File: config.mk
export PLATFORM = sky130hd
export DESIGN_NAME = modulo_table_access
export DESIGN_NICKNAME = d
export VERILOG_FILES = /design/src/rtl/modulo_table_pkg.sv /design/src/rtl/modulo_table_access.sv
export VERILOG_INCLUDE_DIRS = /design/src /design/src/rtl
export SDC_FILE = /design/constraint.sdc
export NUM_CORES = 1
export LEC_CHECK = 0
export ABC_CLOCK_PERIOD_IN_PS = 7800
export BUFFER_PORTS_ARGS = -buffer_cell sky130_fd_sc_hd__buf_2
export CAP_MARGIN = 20
export CORE_UTILIZATION = 56
export CTS_BUF_LIST = sky130_fd_sc_hd__clkbuf_16
export CTS_CLUSTER_SIZE = 8
export DETAILED_ROUTE_END_ITERATION = 7
export PLACE_DENSITY = 0.91
export SKIP_LAST_GASP = 1
export SYNTH_ARGS = -nofsm -noshare
export SYNTH_HDL_FRONTEND = slang
export SYNTH_SLANG_ARGS = --single-unit
File: constraint.sdc
create_clock -name clk -period 7.8 [get_ports clk]
set_input_delay 0 -clock clk [delete_from_list [all_inputs] [get_ports clk]]
set_output_delay 0 -clock clk [all_outputs]
set_load 0.02 [all_outputs]
File: src/rtl/modulo_table_defs.svh
// Offsets, field positions, reset values and vector addresses of the address block
`ifndef MODULO_TABLE_DEFS_SVH
`define MODULO_TABLE_DEFS_SVH
`define OFS_MODCTRL      8'h00
`define OFS_XSTART       8'h04
`define OFS_XEND         8'h08
`define OFS_YSTART       8'h0c
`define OFS_YEND         8'h10
`define OFS_TBLPAGE      8'h14
`define OFS_STATUS       8'h18
`define XSEL_LSB         0
`define YSEL_LSB         4
`define YEN_BIT          14
`define XEN_BIT          15
`define SEL_OFF          4'hf
`define RST_MODCTRL      16'h00ff
`define RST_BOUND        16'h0000
`define RST_TBLPAGE      8'h00
`define CFG_PAGE_BIT     7
`define RESET_VECTOR     24'h000000
`define START_ADDR_WORD  24'h000002
`define IVT_PRI_START    24'h000004
`define IVT_PRI_END      24'h0000ff
`define IVT_ALT_START    24'h000100
`define IVT_ALT_END      24'h0001ff
`define VECTOR_LIMIT     24'h000200
`define MAX_BUF_WORDS    17'h08000
`endif

File: src/rtl/modulo_table_pkg.sv
// Types shared by the modulo and table access block
package modulo_table_pkg;
    typedef struct packed {
        logic        valid;
        logic        isY;
        logic [3:0]  regSel;
        logic [15:0] addr;
        logic        decrement;
        logic        byteOp;
    } agu_req_t;
    typedef enum logic [1:0] {
        TBL_READ_LOW, TBL_READ_HIGH, TBL_WRITE_LOW, TBL_WRITE_HIGH
    } tbl_op_t;
    typedef struct packed {
        logic        valid;
        tbl_op_t     op;
        logic        byteMode;
        logic [15:0] offset;
        logic [15:0] wdata;
    } tbl_req_t;
    typedef enum {ST_RESET_FETCH, ST_VECTOR_FETCH, ST_RUN} boot_state_t;
endpackage

File: src/rtl/modulo_table_access.sv
// Modulo address generation, program address sequencing and table access mapping
//
// Decided for this implementation: the address map and register access over Wishbone.
`timescale 1ns/1ps
`include "modulo_table_defs.svh"

// Summary of operation
// - Program location is low word at even address, upper word at odd; top byte absent.
// - Program address stays even and steps by two up or down.
// - Addresses below 0x000200 are reserved vectors, flagged when code runs there.
// - After reset fetch at 0x000000; word at 0x000002 gives application start.
// - Primary vector table 0x000004-0x0000FF, alternate 0x000100-0x0001FF, one entry per source.
// - One circular buffer in X space and one in Y space; X may address program.
// - Power-of-two buffers check both bounds; others too, except no decrement wrap for one ending at 0xFFFF; none ending at 0xFFFF wraps on increment.
// - Four 16-bit boundary registers hold X and Y start and end addresses.
// - Y modulo calculations clear the least significant address bit.
// - Length follows from end minus start plus one; at most 32K words, except that a full 0x0000-0xFFFF X buffer also passes the length check.
// - X modulo active only when select is not 15 and bit 15 set.
// - Y modulo active only when select is not 15 and bit 14 set.
// - Low-word word read returns program bits 15:0.
// - Low-word byte read returns upper byte when select is 1, else lower.
// - High-word word read returns bits 23:16 low, zero in bits 15:8.
// - High-word byte read returns zero for phantom byte, else bits 23:16.
// - Only high-word table read and write reach program bits 23:16.
// - Table page from page register; bit 7 selects configuration space.
module modulo_table_access
    import modulo_table_pkg::*;
#(
    parameter int VECTOR_SOURCES = 8
) (
    input  wire logic        clk,
    input  wire logic        rstn,
    input  wire logic        wb_cyc_i,
    input  wire logic        wb_stb_i,
    input  wire logic        wb_we_i,
    input  wire logic [7:0]  wb_adr_i,
    input  wire logic [3:0]  wb_sel_i,
    input  wire logic [31:0] wb_dat_i,
    output logic      [31:0] wb_dat_o,
    output logic             wb_ack_o,
    input  wire agu_req_t    aguReq,
    output logic      [15:0] aguAddrOut,
    output logic      [15:0] aguNextPtr,
    output logic             aguWrapped,
    output logic             aguValid,
    input  wire logic        pcAdvance,
    input  wire logic        pcDown,
    input  wire logic        pcLoad,
    input  wire logic [23:0] pcLoadAddr,
    input  wire logic        irqTake,
    input  wire logic        irqAltTable,
    input  wire logic [$clog2(VECTOR_SOURCES)-1:0] irqSource,
    output logic      [23:0] progAddr,
    output logic             progFetch,
    input  wire logic [23:0] progData,
    output logic             inVectorArea,
    input  wire tbl_req_t    tblReq,
    output logic      [23:0] tblProgAddr,
    output logic             tblConfigSpace,
    output logic             tblWriteLow,
    output logic             tblWriteHigh,
    output logic      [15:0] tblWriteData,
    output logic      [15:0] tblReadData,
    output logic             tblValid
);
    logic        rstSync1;
    logic        rstSync2;
    logic [15:0] modCtrl;
    logic [15:0] xStart;
    logic [15:0] xEnd;
    logic [15:0] yStart;
    logic [15:0] yEnd;
    logic [7:0]  tblPage;
    boot_state_t bootState;
    logic [23:0] pc;
    logic        xActive;
    logic        yActive;
    logic [15:0] bufStart;
    logic [15:0] bufEnd;
    logic [15:0] effAddr;
    logic [16:0] bufLen;
    logic        powTwo;
    logic        modActive;
    logic [15:0] stepAddr;
    logic [15:0] next_ptr;
    logic        next_wrap;
    logic        wbHit;
    logic [15:0] lowWord;
    logic [7:0]  highByte;
    logic [15:0] next_rdata;
    logic [31:0] next_wbData;

    // Reset release synchroniser
    always_ff @(posedge clk or negedge rstn) begin
        if (!rstn) begin
            rstSync1 <= 1'b0;
            rstSync2 <= 1'b0;
        end else begin
            rstSync1 <= 1'b1;
            rstSync2 <= rstSync1;
        end
    end

    assign wbHit = wb_cyc_i && wb_stb_i && !wb_ack_o;

    always_ff @(posedge clk or negedge rstSync2) begin
        if (!rstSync2) begin
            wb_ack_o <= 1'b0;
        end else begin
            wb_ack_o <= wbHit;
        end
    end

    // Boundary and control registers, byte-lane writes
    always_ff @(posedge clk or negedge rstSync2) begin
        if (!rstSync2) begin
            modCtrl <= `RST_MODCTRL;
            xStart  <= `RST_BOUND;
            xEnd    <= `RST_BOUND;
            yStart  <= `RST_BOUND;
            yEnd    <= `RST_BOUND;
            tblPage <= `RST_TBLPAGE;
        end else if (wbHit && wb_we_i) begin
            unique case (wb_adr_i)
                `OFS_MODCTRL: begin
                    if (wb_sel_i[0]) modCtrl[7:0] <= wb_dat_i[7:0];
                    if (wb_sel_i[1]) modCtrl[15:8] <= wb_dat_i[15:8];
                end
                `OFS_XSTART: begin
                    if (wb_sel_i[0]) xStart[7:0] <= wb_dat_i[7:0];
                    if (wb_sel_i[1]) xStart[15:8] <= wb_dat_i[15:8];
                end
                `OFS_XEND: begin
                    if (wb_sel_i[0]) xEnd[7:0] <= wb_dat_i[7:0];
                    if (wb_sel_i[1]) xEnd[15:8] <= wb_dat_i[15:8];
                end
                `OFS_YSTART: begin
                    if (wb_sel_i[0]) yStart[7:0] <= wb_dat_i[7:0];
                    if (wb_sel_i[1]) yStart[15:8] <= wb_dat_i[15:8];
                end
                `OFS_YEND: begin
                    if (wb_sel_i[0]) yEnd[7:0] <= wb_dat_i[7:0];
                    if (wb_sel_i[1]) yEnd[15:8] <= wb_dat_i[15:8];
                end
                `OFS_TBLPAGE: begin
                    if (wb_sel_i[0]) tblPage <= wb_dat_i[7:0];
                end
                default: begin
                end
            endcase
        end
    end

    always_comb begin
        next_wbData = 32'h00000000;
        unique case (wb_adr_i)
            `OFS_MODCTRL: next_wbData = {16'h0000, modCtrl};
            `OFS_XSTART:  next_wbData = {16'h0000, xStart};
            `OFS_XEND:    next_wbData = {16'h0000, xEnd};
            `OFS_YSTART:  next_wbData = {16'h0000, yStart};
            `OFS_YEND:    next_wbData = {16'h0000, yEnd};
            `OFS_TBLPAGE: next_wbData = {24'h000000, tblPage};
            `OFS_STATUS:  next_wbData = {28'h0000000, inVectorArea, yActive, xActive, powTwo};
            default:      next_wbData = 32'h00000000;
        endcase
    end

    always_ff @(posedge clk or negedge rstSync2) begin
        if (!rstSync2) begin
            wb_dat_o <= 32'h00000000;
        end else if (wbHit && !wb_we_i) begin
            wb_dat_o <= next_wbData;
        end
    end

    // One buffer per space; frame and stack pointers left to software
    assign xActive = (modCtrl[`XSEL_LSB+:4] != `SEL_OFF) && modCtrl[`XEN_BIT];
    assign yActive = (modCtrl[`YSEL_LSB+:4] != `SEL_OFF) && modCtrl[`YEN_BIT];

    always_comb begin
        bufStart  = aguReq.isY ? yStart : xStart;
        bufEnd    = aguReq.isY ? yEnd : xEnd;
        effAddr   = aguReq.isY ? {aguReq.addr[15:1], 1'b0} : aguReq.addr;
        if (aguReq.isY) begin
            bufStart = {bufStart[15:1], 1'b0};
            bufEnd   = {bufEnd[15:1], 1'b0};
        end
        bufLen    = 17'({1'b0, bufEnd} - {1'b0, bufStart}) + 17'd1;
        powTwo    = (bufLen & (bufLen - 17'd1)) == 17'd0;
        modActive = (aguReq.isY ? (yActive && aguReq.regSel == modCtrl[`YSEL_LSB+:4])
                                : (xActive && aguReq.regSel == modCtrl[`XSEL_LSB+:4]))
                    && ({1'b0, bufLen[15:0]} <= `MAX_BUF_WORDS) && (bufEnd >= bufStart);
        stepAddr  = aguReq.byteOp && !aguReq.isY ? 16'd1 : 16'd2;
        next_ptr  = aguReq.decrement ? 16'(effAddr - stepAddr) : 16'(effAddr + stepAddr);
        next_wrap = 1'b0;
        if (modActive) begin
            if (!aguReq.decrement && effAddr >= bufStart && next_ptr > bufEnd) begin
                next_ptr  = bufStart;
                next_wrap = 1'b1;
            end else if (aguReq.decrement && effAddr <= bufEnd
                         && (next_ptr < bufStart || effAddr < stepAddr)
                         && (powTwo || !(effAddr >= bufStart && bufEnd == 16'hffff))) begin
                next_ptr  = powTwo ? 16'(bufEnd - (stepAddr - 16'd1)) : bufEnd;
                next_wrap = 1'b1;
            end
        end
    end

    always_ff @(posedge clk or negedge rstSync2) begin
        if (!rstSync2) begin
            aguAddrOut <= 16'h0000;
            aguNextPtr <= 16'h0000;
            aguWrapped <= 1'b0;
            aguValid   <= 1'b0;
        end else begin
            aguValid <= aguReq.valid;
            if (aguReq.valid) begin
                aguAddrOut <= effAddr;
                aguNextPtr <= next_ptr;
                aguWrapped <= next_wrap;
            end
        end
    end

    // Boot sequencing and program counter
    always_ff @(posedge clk or negedge rstSync2) begin
        if (!rstSync2) begin
            bootState <= ST_RESET_FETCH;
            pc        <= `RESET_VECTOR;
        end else begin
            unique case (bootState)
                ST_RESET_FETCH: begin
                    bootState <= ST_VECTOR_FETCH;
                    pc        <= `START_ADDR_WORD;
                end
                ST_VECTOR_FETCH: begin
                    bootState <= ST_RUN;
                    pc        <= {progData[23:1], 1'b0};
                end
                ST_RUN: begin
                    if (irqTake) begin
                        pc <= (irqAltTable ? `IVT_ALT_START : `IVT_PRI_START)
                              + {23'(irqSource), 1'b0};
                    end else if (pcLoad) begin
                        pc <= {pcLoadAddr[23:1], 1'b0};
                    end else if (pcAdvance) begin
                        pc <= pcDown ? 24'(pc - 24'd2) : 24'(pc + 24'd2);
                    end
                end
            endcase
        end
    end

    assign progAddr  = pc;
    assign progFetch = rstSync2;

    always_ff @(posedge clk or negedge rstSync2) begin
        if (!rstSync2) begin
            inVectorArea <= 1'b0;
        end else begin
            inVectorArea <= (bootState == ST_RUN) && (pc < `VECTOR_LIMIT);
        end
    end

    // Table access mapping
    assign tblProgAddr    = {tblPage, tblReq.offset[15:1], 1'b0};
    assign tblConfigSpace = tblPage[`CFG_PAGE_BIT];
    assign lowWord        = progData[15:0];
    assign highByte       = progData[23:16];

    always_comb begin
        next_rdata = 16'h0000;
        unique case (tblReq.op)
            TBL_READ_LOW: begin
                if (!tblReq.byteMode) begin
                    next_rdata = lowWord;
                end else begin
                    next_rdata = {8'h00, tblReq.offset[0] ? lowWord[15:8] : lowWord[7:0]};
                end
            end
            TBL_READ_HIGH: begin
                if (tblReq.byteMode && tblReq.offset[0]) begin
                    next_rdata = 16'h0000;
                end else begin
                    next_rdata = {8'h00, highByte};
                end
            end
            TBL_WRITE_LOW, TBL_WRITE_HIGH: next_rdata = 16'h0000;
        endcase
    end

    always_ff @(posedge clk or negedge rstSync2) begin
        if (!rstSync2) begin
            tblReadData  <= 16'h0000;
            tblValid     <= 1'b0;
            tblWriteLow  <= 1'b0;
            tblWriteHigh <= 1'b0;
            tblWriteData <= 16'h0000;
        end else begin
            tblValid     <= tblReq.valid;
            tblWriteLow  <= tblReq.valid && tblReq.op == TBL_WRITE_LOW;
            tblWriteHigh <= tblReq.valid && tblReq.op == TBL_WRITE_HIGH;
            if (tblReq.valid) begin
                tblReadData <= next_rdata;
                if (tblReq.op == TBL_WRITE_HIGH) begin
                    tblWriteData <= {8'h00, tblReq.wdata[7:0]};
                end else begin
                    tblWriteData <= tblReq.wdata;
                end
            end
        end
    end
endmodule

# Yosys cells after proc, flatten, opt, wreduce, memory -nomap -nowiden
# Cells that the tools add are included.
[totals] mem_bits_ro=0 regBits=249 ram_bits=0 latchBits=0 out_inout_bits=153 mem_count=0
[classes] muxes=28 n_mul=0 shift=0 n_addsub=10 eq_ne=18 magnitude_cmp=8 n_bitwise=1 div_mod_pow=0 n_reduce_logical=45
[op_table] op="16-bit two-way mux" n=9
[op_table] op="16-bit one-hot mux with 7 select lines" n=1
[op_table] op="24-bit two-way mux" n=4
[op_table] op="24-bit one-hot mux with 3 select lines" n=1
[op_table] op="32-bit one-hot mux with 2 select lines" n=1
[op_table] op="16-bit one-hot mux with 3 select lines" n=1
[op_table] op="3-bit AND reduction" n=11
[op_table] op="32-bit by 1-bit equality test with 1-bit output (second input constant)" n=1
[op_table] op="32-bit by 2-bit equality test with 1-bit output (second input constant)" n=1
[op_table] op="32-bit by 3-bit equality test with 1-bit output (second input constant)" n=1
[op_table] op="16-bit greater-or-equal comparator" n=2
[op_table] op="32-bit zero test" n=1
[op_table] op="24-bit by 2-bit adder with 24-bit output (second input constant)" n=1
[op_table] op="8-bit by 5-bit equality test with 1-bit output (second input constant)" n=3
[op_table] op="24-bit by 10-bit < comparator with 1-bit output (second input constant)" n=1
[op_table] op="24-bit by 2-bit subtractor with 24-bit output (second input constant)" n=1
[op_table] op="1-bit logical AND" n=21
[op_table] op="17-bit by 1-bit adder with 17-bit output (second input constant)" n=1
[op_table] op="17-bit AND" n=1
[op_table] op="17-bit zero test" n=1
[op_table] op="16-bit by 16-bit subtractor with 17-bit output" n=1
[op_table] op="17-bit by 1-bit subtractor with 17-bit output (second input constant)" n=1
[op_table] op="16-bit by 2-bit adder with 16-bit output" n=1
[op_table] op="16-bit equality test (second input constant)" n=1
[op_table] op="25 further kinds" n=42

# Logic depth before layout (Yosys ltp)
[logic_depth] depth_word=12 mapped_depth=28 mapped_depth_nobuf=23

# Least setup slack after synthesis
# Ideal clock, no wire load.
[synth_timing] path_kind="input to register" start="in aguReq[22] (netlist bit)" end="reg aguNextPtr[8]" arrival_ns=5.306 required_time_ns=7.733 setup_slack_ns=2.428 setup_time_ns=0.067 path_stages=25 cell_sequence="buf_2 -> buf_2 -> buf_2 -> buf_1 -> nand2b_1 -> inv_1 -> fa_1 -> nor2_1 -> and3_1 -> nand3_1 -> or2_2 -> o21ai_0 -> a21oi_1 -> xnor2_1 -> ha_1 -> a21o_1 -> a21o_1 -> a21o_1 -> a211oi_1 -> o21ai_0 -> and4b_1 -> a2111o_1 -> a311o_1 -> a21boi_0 -> a221o_1"
[synth_between] elab_chain_cells=12
[synth_lines] item="from (decl)" line="modulo_table_access.sv:41" text="input wire agu_req_t aguReq,"
[synth_lines] item="16-bit two-way mux (tied with other cells)" line="modulo_table_access.sv:182" text="bufEnd = aguReq.isY ? yEnd : xEnd;"
[synth_lines] item="1-bit two-way mux or 1-bit logical AND (tied branches)" line="modulo_table_access.sv:184, modulo_table_access.sv:193"
[synth_lines] item="16-bit by 16-bit subtractor with 17-bit output or 2-bit two-way mux (tied branches)" line="modulo_table_access.sv:188, modulo_table_access.sv:193"
[synth_lines] item="17-bit by 1-bit adder with 17-bit output (tied with other cells)" line="modulo_table_access.sv:188" text="bufLen = 17'({1'b0, bufEnd} - {1'b0, bufStart}) + 17'd1;"
[synth_lines] item="17-bit by 1-bit subtractor with 17-bit output or 16-bit two-way mux (tied branches)" line="modulo_table_access.sv:189, modulo_table_access.sv:194"
[synth_lines] item="17-bit AND or 16-bit < comparator (tied branches)" line="modulo_table_access.sv:189, modulo_table_access.sv:201"
[synth_lines] item="17-bit zero test or 1-bit logical OR (tied branches)" line="modulo_table_access.sv:189, modulo_table_access.sv:201"
[synth_lines] item="1-bit logical OR or 1-bit logical AND (tied branches)" line="modulo_table_access.sv:202, modulo_table_access.sv:201"
[synth_lines] item="1-bit logical AND" line="modulo_table_access.sv:202" text="&& (powTwo || !(effAddr >= bufStart && bufEnd == 16'hffff))) begin"
[synth_lines] item="16-bit two-way mux" line="modulo_table_access.sv:200" text="end else if (aguReq.decrement && effAddr <= bufEnd"
[synth_lines] item="16-bit two-way mux" line="modulo_table_access.sv:197" text="if (!aguReq.decrement && effAddr >= bufStart && next_ptr > bufEnd) begin"
[synth_lines] item="16-bit two-way mux (*)" line="modulo_table_access.sv:196" text="if (modActive) begin"
[synth_lines] item="to (signal assigned)" line="modulo_table_access.sv:219" text="aguNextPtr <= next_ptr;"
[synth_lines] item="to (decl)" line="modulo_table_access.sv:43" text="output logic [15:0] aguNextPtr,"
# Every way passes the cells marked *; elsewhere a longest branch is shown, timed or not.
# A chain may end at the register's enable or synchronous reset.

# Worst setup path after layout
[layout_timing] start="reg yStart[1]" end="reg aguNextPtr[10]"
[layout_between] elab_chain_cells=11
[layout_lines] item="from (decl)" line="modulo_table_access.sv:71" text="logic [15:0] yStart;"
[layout_lines] item="from (signal assigned)" line="modulo_table_access.sv:120" text="yStart <= `RST_BOUND;"
[layout_lines] item="from (signal assigned)" line="modulo_table_access.sv:138" text="if (wb_sel_i[0]) yStart[7:0] <= wb_dat_i[7:0];"
[layout_lines] item="16-bit two-way mux (*)" line="modulo_table_access.sv:181" text="bufStart = aguReq.isY ? yStart : xStart;"
[layout_lines] item="16-bit by 16-bit subtractor with 17-bit output" line="modulo_table_access.sv:188"
[layout_lines] item="17-bit by 1-bit adder with 17-bit output" line="modulo_table_access.sv:188"
[layout_lines] item="17-bit by 1-bit subtractor with 17-bit output" line="modulo_table_access.sv:189" text="powTwo = (bufLen & (bufLen - 17'd1)) == 17'd0;"
[layout_lines] item="17-bit AND" line="modulo_table_access.sv:189"
[layout_lines] item="17-bit zero test" line="modulo_table_access.sv:189"
[layout_lines] item="1-bit logical OR" line="modulo_table_access.sv:202"
[layout_lines] item="1-bit logical AND" line="modulo_table_access.sv:202"
[layout_lines] item="16-bit two-way mux" line="modulo_table_access.sv:200"
[layout_lines] item="16-bit two-way mux" line="modulo_table_access.sv:197"
[layout_lines] item="16-bit two-way mux (*)" line="modulo_table_access.sv:196"
# Marked as above.

==> summary.md <==
| Metric | Value |
|---|---|
| Layout area overhead | `23.3%` |
| Via count | `between 10000 and 15000` |
| Final setup vio count | `0` |
| # DRC | `0` |
| Register Area | `a little over 5000 sq um` |
| Setup CP Type | `flip-flop to flip-flop` |
| CP max-delay cell | `mux2i_1` |
| Crit-path cells | `mux2i_1 > ha_1 > inv_1 > ha_1 > inv_1 > fa_1 > inv_1 > or3_1 > nor2_1 > nand3_1 > maj3_1 > o21a_1 > a211oi_2 > nand2_1 > o31ai_1 > nand2_1 > o211ai_1` |
| TritonCTS buffer count | `29` |
| Total wire length | `approximately 53000 microns` |
| CTS clock-pin slew for the worst setup and hold paths | `50 ps` |
| Commonest non-fill, non-tap cell in the layout | `buf_2` |
| Height of the die | `roughly 160 microns` |
| Crit path depth | `17` |
| Largest net degree at the start of global routing | `between 80 and 90` |
| Initial Util | `between 50% and 60%` |
| Post-synth EDFFs | `0` |
| First-pass GRT wire length | `slightly above 80000 microns` |
| Leakage | `around 8.8 nW` |
| CP max FO | `18` |
| Max Slew Vio Count | `0` |
| Async set-or-reset flop fraction in the synthesized netlist | `between 90% and 100%` |
| RSZ-0062 raised after global routing | `false` |
| Hold path depth | `0` |
| Vias per inst | `between 6 and 7` |
| Initial DRC Count | `approximately 1600` |
| Filler cells | `1799` |
| Clk buf depth | `3` |
| CTS H-tree depth | `1` |
| WP data arrival | `6080 ps` |
| Syn Inst Count | `1568` |
| Slew @ Worst Pin | `around 1000 ps` |
| Required @ worst endpoint | `approximately 8300 ps` |
| PwrDens | `177 nW/um^2` |
| Run status | `complete, no violations` |
| CP max stage delay | `~740 ps` |
| Clk sink count | `between 200 and 250` |
| Placer congestion estimate | `about 1` |
| HP Class | `primary input to output port` |
| Clock Latency Late Sink | `between 500 and 600 ps` |
| Fmax | `around 0.18 GHz` |
| Final instance count without filler cells | `between 2000 and 2500` |
| Max_slew headroom | `about 28%` |
| Port Buffers | `250` |
| Most frequent cells in the layout | `buf_2, dfrtp_1, ha_1, dlygate4sd3_1, nand2_1` |
| Initial antenna violation count | `2` |
| Tmin final | `5600 ps` |
| Most used cell, CP | `inv_1` |
| Period utilization | `71.8%` |
| Post-synthesis register bit count | `approximately 200` |
| Routed Antenna Nets | `0` |
| Share of layout cells above drive strength 1 | `a little under a quarter` |
| TNS Setup | `0 ps` |
| DIE WIDTH | `roughly 160 microns` |
| Clock Skews | `11.3 ps` |
| Fin nets | `about 2200` |
| CP Launch Type | `flip-flop` |
| Post-Place Cells | `about 2100` |
| Top_reg_cell synth | `dfrtp_1` |
| Post-Place Cell Area | `between 15000 and 20000 sq um` |
| Quantity of gates resized following cts | `0` |
| Yosys warnings | `0` |
| HPWL Detailed | `about 36000 microns` |
| CTS tree | `built` |
| Largest delay share family, worst path | `simple AND/OR/NAND/NOR gates` |
| Die area | `around 27000 sq um` |
| Root Buffer | `clkbuf_16` |
| Worst setup EP type | `flip-flop` |
| Number of global-route vias before repair | `~15000` |
| Final hold vios | `0` |
| Sequential area share after synthesis | `roughly a third` |
| Synthesized area | `~15000 sq um` |
| Site Rows | `between 50 and 60` |
| Max IR drop VDD | `around 0.00023 V` |
| Multi-input gate area | `~9100 sq um` |
| Top-level I/O count | `318` |
| Mean post-synth cell area | `9.48 sq um` |
| Core area | `around 26000 sq um` |
| Fin area | `around 18000 sq um` |
| Maximum capacitance violations | `0` |
| GRT Util Overall | `between 30% and 40%` |
| GRT overflow | `0` |
| Crit path buf inv count | `3` |
| Post-DR wirelength/cell | `roughly 23 microns` |
| First-pass iteration count of the detailed router | `5` |
| FF-to-FF path depth | `17` |
| Unique masters post-synth | `~90` |
[per-stage QoR]
| step | hold WS (ps) | util, % | power (mW) | setup WS, ps |
|---|---|---|---|---|
| CTS | 0.137 | 70.1 | 3.21 | 2280 |
| finish | 0.00561 | 70.4 | 3.25 | 2200 |
| detailed placement | -213 | 62.3 | 2.02 | 1800 |
| global route | 0.0337 | 70.4 | 3.37 | 1910 |
| global placement | -213 | 62.3 | 1.99 | 1960 |
| floorplan | -296 | - | 1.78 | 1600 |
[worst register-to-register path: cells and delay by family, from the launching register on]
family,cells,cell delay [ps]
mux,1,740
compound gates,4,1310
buf+inv,3,180
flops,1,400
simple gates,5,1460
fa+ha+maj,4,1430
[final cells by class]
type / instances / share of cell area, %
Tap cell: 335 / 2.29
Antenna cell: 2 / 0.0273
Multi-Input combinational cell: 1209 / 49.4
Timing Repair Buffer: 394 / 14.6
Sequential cell: 202 / 27.6
Inverter: 84 / 1.72
Clock buffer: 29 / 3.96
Clock inverter: 18 / 0.457
[routing by layer]
layer  global-route usage [%]  wire length, microns  up-vias
met2                     64.3                 24700     1011
met3                     8.94                  5240      276
li1                         -                     -     6440
met4                     25.1                  3530        0
met5                        0                     0        -
met1                     44.5                 19100     7081
[worst paths after layout]
path	start	endpoint	slack [ps]
max	yStart[1]	aguNextPtr[10]	2200
min	tblReq[27]	tblProgAddr[11]	0.006
max reg2reg	yStart[1]	aguNextPtr[10]	2200
min reg2reg	rstSync1	progFetch	360
max in group asynchronous	progFetch	aguAddrOut[12]	6050
min in group asynchronous	rstn	progFetch	280
[Yosys cell counts, drive strengths merged (6+ instances only)]
master | number | area, sq um
dfrtp | 194 | 4850
ha | 128 | 1600
nand2 | 119 | 447
mux2 | 113 | 1270
nor2 | 104 | 390
a21oi | 95 | 475
inv | 83 | 312
o21ai | 78 | 390
buf | 53 | 375
mux2i | 46 | 460
nand3 | 38 | 190
clkbuf | 37 | 139
xnor2 | 36 | 315
nor3 | 35 | 186
a221oi | 27 | 249
a21o | 25 | 188
a31oi | 24 | 150
xor2 | 23 | 201
nor4 | 19 | 131
o22ai | 19 | 119
a22oi | 18 | 163
nand4 | 17 | 106
nand2b | 14 | 87.6
and2 | 13 | 86.3
and3 | 13 | 81.3
nor2b | 13 | 81.3
o21bai | 13 | 97.6
o31ai | 12 | 95.1
fa | 11 | 220
o21a | 10 | 75.1
a211oi | 9 | 72.6
or3 | 9 | 61.3
dfstp | 8 | 210
o211ai | 8 | 60.1
a22o | 7 | 61.3
a2bb2oi | 6 | 58.8
nor3b | 6 | 45.0
nor4b | 6 | 52.6
o2111ai | 6 | 58.8
or2 | 6 | 37.5
[timing repair]
| action | CTS | global route |
|---|---|---|
| hold endpoints to repair | 165 | 0 |
| hold buffers | 123 | 0 |
| setup endpoints to repair | 0 | 0 |
| buffers inserted | 0 | 0 |
[registers in the layout (all words and copies together) (netlist names), 2 cells and up]
name	flops
yEnd	16
modCtrl	16
tblWriteData	16
wb_dat_o	16
xEnd	16
progAddr	23
yStart	16
aguNextPtr	16
tblReadData	16
xStart	16
tblPage	8
bootState	2
aguAddrOut	16
[report_power, final]
part / total (mW) / switching [mW] / internal (mW)
Combinational: 0.918 / 0.560 / 0.358
Clock: 1.15 / 0.486 / 0.661
Sequential: 1.18 / 0.0642 / 1.12
Total: 3.25 / 1.11 / 2.14
[logic make-up after synthesis]
kind of cell	Yosys count	share of synthesized area, %
muxes	159	11.7
AOI/OAI and AO/OA	397	18.1
adders and majority gates	143	12.5
DFF	202	34.1
other	2	0.0505
xor gates and xnor gates	59	3.47
and+or+nand+nor	432	14.5
buffers and inverters	174	5.58
Power figures use the tool's default switching activity.
